`config.mk`:
```
export PLATFORM = sky130hd
export DESIGN_NAME = emg_top
export DESIGN_NICKNAME = d
export VERILOG_FILES = /design/src/emg_pkg.sv /design/src/emg_tick.sv /design/src/emg_top.sv
export SDC_FILE = /design/constraint.sdc
export NUM_CORES = 1
export LEC_CHECK = 0
export ABC_AREA = 0
export BUFFER_PORTS_ARGS = -buffer_cell sky130_fd_sc_hd__buf_2
export CAP_MARGIN = 15
export CORE_ASPECT_RATIO = 0.5
export CORE_UTILIZATION = 48
export CTS_CLUSTER_DIAMETER = 60
export DETAILED_ROUTE_END_ITERATION = 7
export PLACE_DENSITY = 0.79
export SLEW_MARGIN = 20
export SYNTH_ARGS = -nofsm -noshare
export SYNTH_HDL_FRONTEND = slang
export SYNTH_SLANG_ARGS = --single-unit
```
`constraint.sdc`:
```
create_clock -name clk_sys_i -period 2.5 [get_ports clk_sys_i]
set_input_delay 0.5 -clock clk_sys_i [delete_from_list [all_inputs] [get_ports clk_sys_i]]
set_output_delay 0.5 -clock clk_sys_i [all_outputs]
set_load 0.02 [all_outputs]
```
`src/emg_pkg.sv`:
```
// Constants for the event mask and global event flag block
// Contract
// - Mask bit 1 gates power-good events from all ports onto the alert pin.
// - Mask bit 1 clear blocks power-good events from the pin; event still recorded.
// - Mask bit 0 gates power-enabled events from all ports onto the alert pin.
// - Offset 0x03 reads exactly the same contents as offset 0x02.
// - Reading 0x03 clears the one flag register behind both offsets; reading 0x02 changes nothing.
// - Flags set again within milliseconds while the fault persists; gone faults stay clear.
// - Mask one passes, zero blocks; reset leaves only the status bit set.
package emg_pkg;
  // ----------------------------------------------------------------
  // Register offsets and reset values
  // ----------------------------------------------------------------
  localparam logic [7:0] ADDR_MASK      = 8'h01;
  localparam logic [7:0] ADDR_FLAGS     = 8'h02;
  localparam logic [7:0] ADDR_FLAGS_COR = 8'h03;
  localparam logic [7:0] MASK_RESET     = 8'h80;
  localparam logic [7:0] FLAGS_RESET    = 8'h20;
  // Bits 2:0 of the flag register are reserved and read as zero
  localparam logic [7:0] FLAGS_USED     = 8'hF8;
  // ----------------------------------------------------------------
  // Mask field positions
  // ----------------------------------------------------------------
  localparam int MASK_PWRENA = 0;
  localparam int MASK_PWRGD  = 1;
  localparam int MASK_DET    = 2;
  localparam int MASK_CLASS  = 3;
  localparam int MASK_DIS    = 4;
  localparam int MASK_STATUS = 7;
  localparam int NUM_TYPES   = 5;
  // ----------------------------------------------------------------
  // Timing
  // ----------------------------------------------------------------
  localparam int CLK_HZ         = 25_000_000;
  localparam int REFRESH_MS     = 2;
  localparam int REFRESH_CYCLES = CLK_HZ / 1000 * REFRESH_MS;
  localparam int CNT_W          = 17;
endpackage

```
`src/emg_tick.sv`:
```
// Free running divider giving one refresh pulse per period
`timescale 1ns/1ns
module emg_tick
  import emg_pkg::*;
#(
  parameter int PERIOD = REFRESH_CYCLES
) (
  input  wire logic clk_sys_i,
  input  wire logic rst_i,
  input  wire logic ce_i,
  output logic      tick_o
);
  logic [CNT_W-1:0] count;

  always_ff @(posedge clk_sys_i) begin
    if (rst_i) begin
      count <= '0;
    end else if (ce_i) begin
      if (count == CNT_W'(PERIOD - 1)) begin
        count <= '0;
      end else begin
        count <= count + CNT_W'(1);
      end
    end
  end

  assign tick_o = ce_i && (count == CNT_W'(PERIOD - 1));
endmodule

```
`src/emg_top.sv`:
```
// Event mask, alert pin latch and global event flag registers
`timescale 1ns/1ns
module emg_top
  import emg_pkg::*;
#(
  parameter int REFRESH = REFRESH_CYCLES
) (
  input  wire logic       clk_sys_i,
  input  wire logic       rst_i,
  input  wire logic       ce_i,
  input  wire logic [7:0] reg_addr_i,
  input  wire logic       reg_wr_i,
  input  wire logic       reg_rd_i,
  input  wire logic [7:0] reg_wdata_i,
  output logic      [7:0] reg_rdata_o,
  input  wire logic [7:0] ev_pwrena_i,
  input  wire logic [7:0] ev_pwrgd_i,
  input  wire logic [7:0] ev_det_i,
  input  wire logic [7:0] ev_class_i,
  input  wire logic [7:0] ev_dis_i,
  input  wire logic [7:0] fault_i,
  input  wire logic       alert_release_i,
  output logic            alert_o,
  output logic      [4:0] event_record_o
);
  logic [7:0] event_pin_mask;
  logic [7:0] device_event_flags;
  logic [7:0] fault_q;
  logic [4:0] ev_any;
  logic [4:0] ev_pass;
  logic       pin_src;
  logic       tick;
  logic       cor_read;
  logic [7:0] flag_set;
  logic [7:0] next_flags;

  // ----------------------------------------------------------------
  // Refresh timer
  // ----------------------------------------------------------------
  emg_tick #(
    .PERIOD (REFRESH)
  ) u_tick (
    .clk_sys_i (clk_sys_i),
    .rst_i     (rst_i),
    .ce_i      (ce_i),
    .tick_o    (tick)
  );

  // ----------------------------------------------------------------
  // Mask register
  // ----------------------------------------------------------------
  always_ff @(posedge clk_sys_i) begin
    if (rst_i) begin
      event_pin_mask <= MASK_RESET;
    end else if (ce_i && reg_wr_i && reg_addr_i == ADDR_MASK) begin
      event_pin_mask <= reg_wdata_i;
    end
  end

  // ----------------------------------------------------------------
  // Event gating onto the alert pin
  // ----------------------------------------------------------------
  assign ev_any[MASK_PWRENA] = |ev_pwrena_i;
  assign ev_any[MASK_PWRGD]  = |ev_pwrgd_i;
  assign ev_any[MASK_DET]    = |ev_det_i;
  assign ev_any[MASK_CLASS]  = |ev_class_i;
  assign ev_any[MASK_DIS]    = |ev_dis_i;
  // One mask bit per type covers all eight ports
  assign ev_pass = ev_any & event_pin_mask[NUM_TYPES-1:0];
  assign pin_src = (|ev_pass) || (event_pin_mask[MASK_STATUS] && (|device_event_flags));

  // Masked types are still recorded, so software can see what it blocked
  always_ff @(posedge clk_sys_i) begin
    if (rst_i) begin
      event_record_o <= '0;
    end else if (ce_i) begin
      event_record_o <= (alert_release_i ? 5'h0_0 : event_record_o) | ev_any;
    end
  end

  // New events win over a release arriving in the same cycle
  always_ff @(posedge clk_sys_i) begin
    if (rst_i) begin
      alert_o <= 1'b0;
    end else if (ce_i) begin
      alert_o <= (alert_o && !alert_release_i) || pin_src;
    end
  end

  // ----------------------------------------------------------------
  // Global event flags
  // ----------------------------------------------------------------
  assign cor_read = ce_i && reg_rd_i && reg_addr_i == ADDR_FLAGS_COR;
  // A new fault sets at once; a standing one is reasserted on each tick
  assign flag_set = fault_i & FLAGS_USED & ({8{tick}} | ~fault_q);
  assign next_flags = ((cor_read ? 8'h00 : device_event_flags) | flag_set) & FLAGS_USED;

  always_ff @(posedge clk_sys_i) begin
    if (rst_i) begin
      device_event_flags <= FLAGS_RESET;
      fault_q            <= 8'h00;
    end else if (ce_i) begin
      device_event_flags <= next_flags;
      fault_q            <= fault_i;
    end
  end

  // ----------------------------------------------------------------
  // Read port
  // ----------------------------------------------------------------
  always_ff @(posedge clk_sys_i) begin
    if (rst_i) begin
      reg_rdata_o <= 8'h00;
    end else if (ce_i && reg_rd_i) begin
      case (reg_addr_i)
        ADDR_MASK:      reg_rdata_o <= event_pin_mask;
        ADDR_FLAGS:     reg_rdata_o <= device_event_flags;
        ADDR_FLAGS_COR: reg_rdata_o <= device_event_flags;
        default:        reg_rdata_o <= 8'h00;
      endcase
    end
  end
endmodule

```
==> metrics <==
Antenna Cells=0; antenna violations before repair=0; Mapped Nets=314; post-synthesis cell count=243; Via density=5.466; DP Cell Count=371; final instance area=0.002681 mm2; Initial Utilization=52.47%; FP Rows=16; clk_skew=0.006097 ns; status=finished, final reports clean; sequential fraction of the synthesis area=45.55%; Worst EP arrival=2.17 ns; worst skew pair latency=0.30 ns; setup ws final=0.5189 ns; wire length per cell after detailed routing=12.92 um; Die H=49.36 um; pin count of the biggest net entering global routing=36; core footprint=0.004104 mm2; post-cts resize count=0; clk root buf=clkbuf_8; Seq cells post-synth=49; Leakage=1.125 nW; Max VDD drop=0.2845 mV; pre-CTS WS=0.4301 ns; Chip Width=96.72 um; Fin. Hold Viols=0; Post-synth EDFFs=0; Total Routing Usage GR=21.76%; hold crit path type=primary input to flop; Hold WS=0.4431 ns; Detailed Route Iter0 Violations=43; yosys warns=0; f_max=0.5048 GHz; drt total wl=4885 um; Critical Path End Type=flop; layout cells sized above 1=29.01%; vias=2066; Congestion Overflow GR=0; CTS tree=built; first drt pass iteration count=4; Final Max Slew Viols=0; Sink Count=49; post-route minimum period=1.981 ns; vias in the first global route=1927; Post-Place Cell Area=0.002577 mm2; # nets final=395; worst-margin pin slew=0.5961 ns; clock buffer depth=2; Cell variety after synth=40; final core utilization=65.34%; CTS H-tree depth=2; Synth Flop Type=dfxtp_1; Post-Syn Area per Cell=8.861 um2; CP Launch Type=flop; IO Count=84; Sum Neg Setup Slack=0 ns; first-pass GRT wire length=8355 um; Critical Path RT=2.69 ns; RSZ-0062 raised after global routing=no; MaxCap Viol Count=0; Post-CTS Repair Setup Buffers=0; Placer Congestion=0.7664; # fillers=360; IO buf count=80; critical setup path kind=flop to flop; Hold Buf Count CTS=0; Final Cycle Share=79.24%; synthesis-to-layout area growth=24.52%; # setup viols final=0; DP HPWL=3713 um; cell area after synthesis=0.002153 mm2; FFs w/ async S/R, synth=0%; Layout Cells excl Fill=378; Crit Path Max Fanout=17; power per standard cell area=565.5 mW/mm2; number of buffers created by CTS=5; relative slew slack=60.26%; DIE AREA=0.004774 mm2; Tot Pwr=1.516 mW; clock transition at the registers of the reported paths=0.09 ns; Antenna Nets Post-Route=0; DRC viols=0
## cells in the final DEF, fill, tap and decap left out, drive strengths merged, types with 3 or more instances in the layout
| master | instances |
|---|---|
| nor4bb | 3 |
| a21oi | 20 |
| o21ai | 4 |
| nor4 | 13 |
| nand3 | 9 |
| dfxtp | 49 |
| a211oi | 4 |
| buf | 84 |
| and3 | 4 |
| a221oi | 5 |
| a21o | 4 |
| or4 | 3 |
| nor3 | 9 |
| or3 | 3 |
| nand2 | 24 |
| xnor2 | 4 |
| clkbuf | 5 |
| a21boi | 3 |
| a22oi | 3 |
| nand4 | 7 |
| nor2 | 32 |
| xor2 | 8 |
| mux2i | 8 |
## synthesized netlist by cell type (5+ instances only)
cell type / count / area (um2)
mux2i_1: 8 / 80.08
a21oi_1: 20 / 100.1
clkbuf_1: 5 / 18.77
nand3_1: 9 / 45.04
xor2_1: 8 / 70.07
nor3_1: 9 / 45.04
nand4_1: 7 / 43.79
dfxtp_1: 49 / 980.9
nor4_1: 12 / 75.07
nand2_1: 24 / 90.09
nor2_1: 32 / 120.1
a221oi_1: 5 / 43.79
## cell families after synthesis
group | share of synthesized area [%]
AO/OA/AOI/OAI | 14.70
XOR/XNOR | 4.881
adder cells (fa/ha/maj) | 0.5810
buffers and inverters | 3.777
flip-flops | 45.55
multiplexers | 3.719
AND/OR/NAND/NOR | 26.79
## layer usage
layer  GRT usage (%)  up-vias  wire length (um)
li1                -     1047                 -
met1           26.51      962              2286
met2           38.03       47              2307
met3           5.731       10               221
met4           6.716        0                70
met5               0        -                 0
## worst max-delay path, stage by stage (launching register included)
cell and delay, ns:
dfxtp_1 0.37, ha_1 0.26, nor4bb_1 0.41, nand4_1 0.31
o21bai_1 0.21, buf_4 0.23, nor2_1 0.07
## power by group
group / total [mW] / switching, mW / internal [mW]
combinational: 0.155 / 0.0828 / 0.0722
sequential: 0.820 / 0.0152 / 0.805
clock: 0.542 / 0.251 / 0.291
total: 1.52 / 0.349 / 1.17
## final timing paths
path | start | endpoint | slack, ns | cells after the start
hold reg to reg | reg_rdata_o[2] | reg_rdata_o[2] | 0.46 | 2
setup reg to reg | u_tick.count[0] | u_tick.count[12] | 0.52 | 6
setup / recovery | u_tick.count[0] | u_tick.count[12] | 0.52 | 6
hold / removal | reg_wdata_i[0] | event_pin_mask[0] | 0.44 | 3
## flip-flops by register name, indices dropped and copies added, names as in the netlist
signal              flops
event_record_o          5
event_pin_mask          8
device_event_flags      5
reg_rdata_o             8
u_tick.count           17
alert_o                 1
fault_q                 5
## layout make-up
class	count	area, um2	area share, %
clock buffers	5	68.82	2.566
inverters	2	7.507	0.2800
multi-input cells	182	1091	40.69
clock inverters	2	35.03	1.307
repair buffers	84	430.4	16.05
flip-flops and latches	49	980.9	36.58
well taps	54	67.56	2.520
Note: power is estimated with default switching activity, not from simulation.
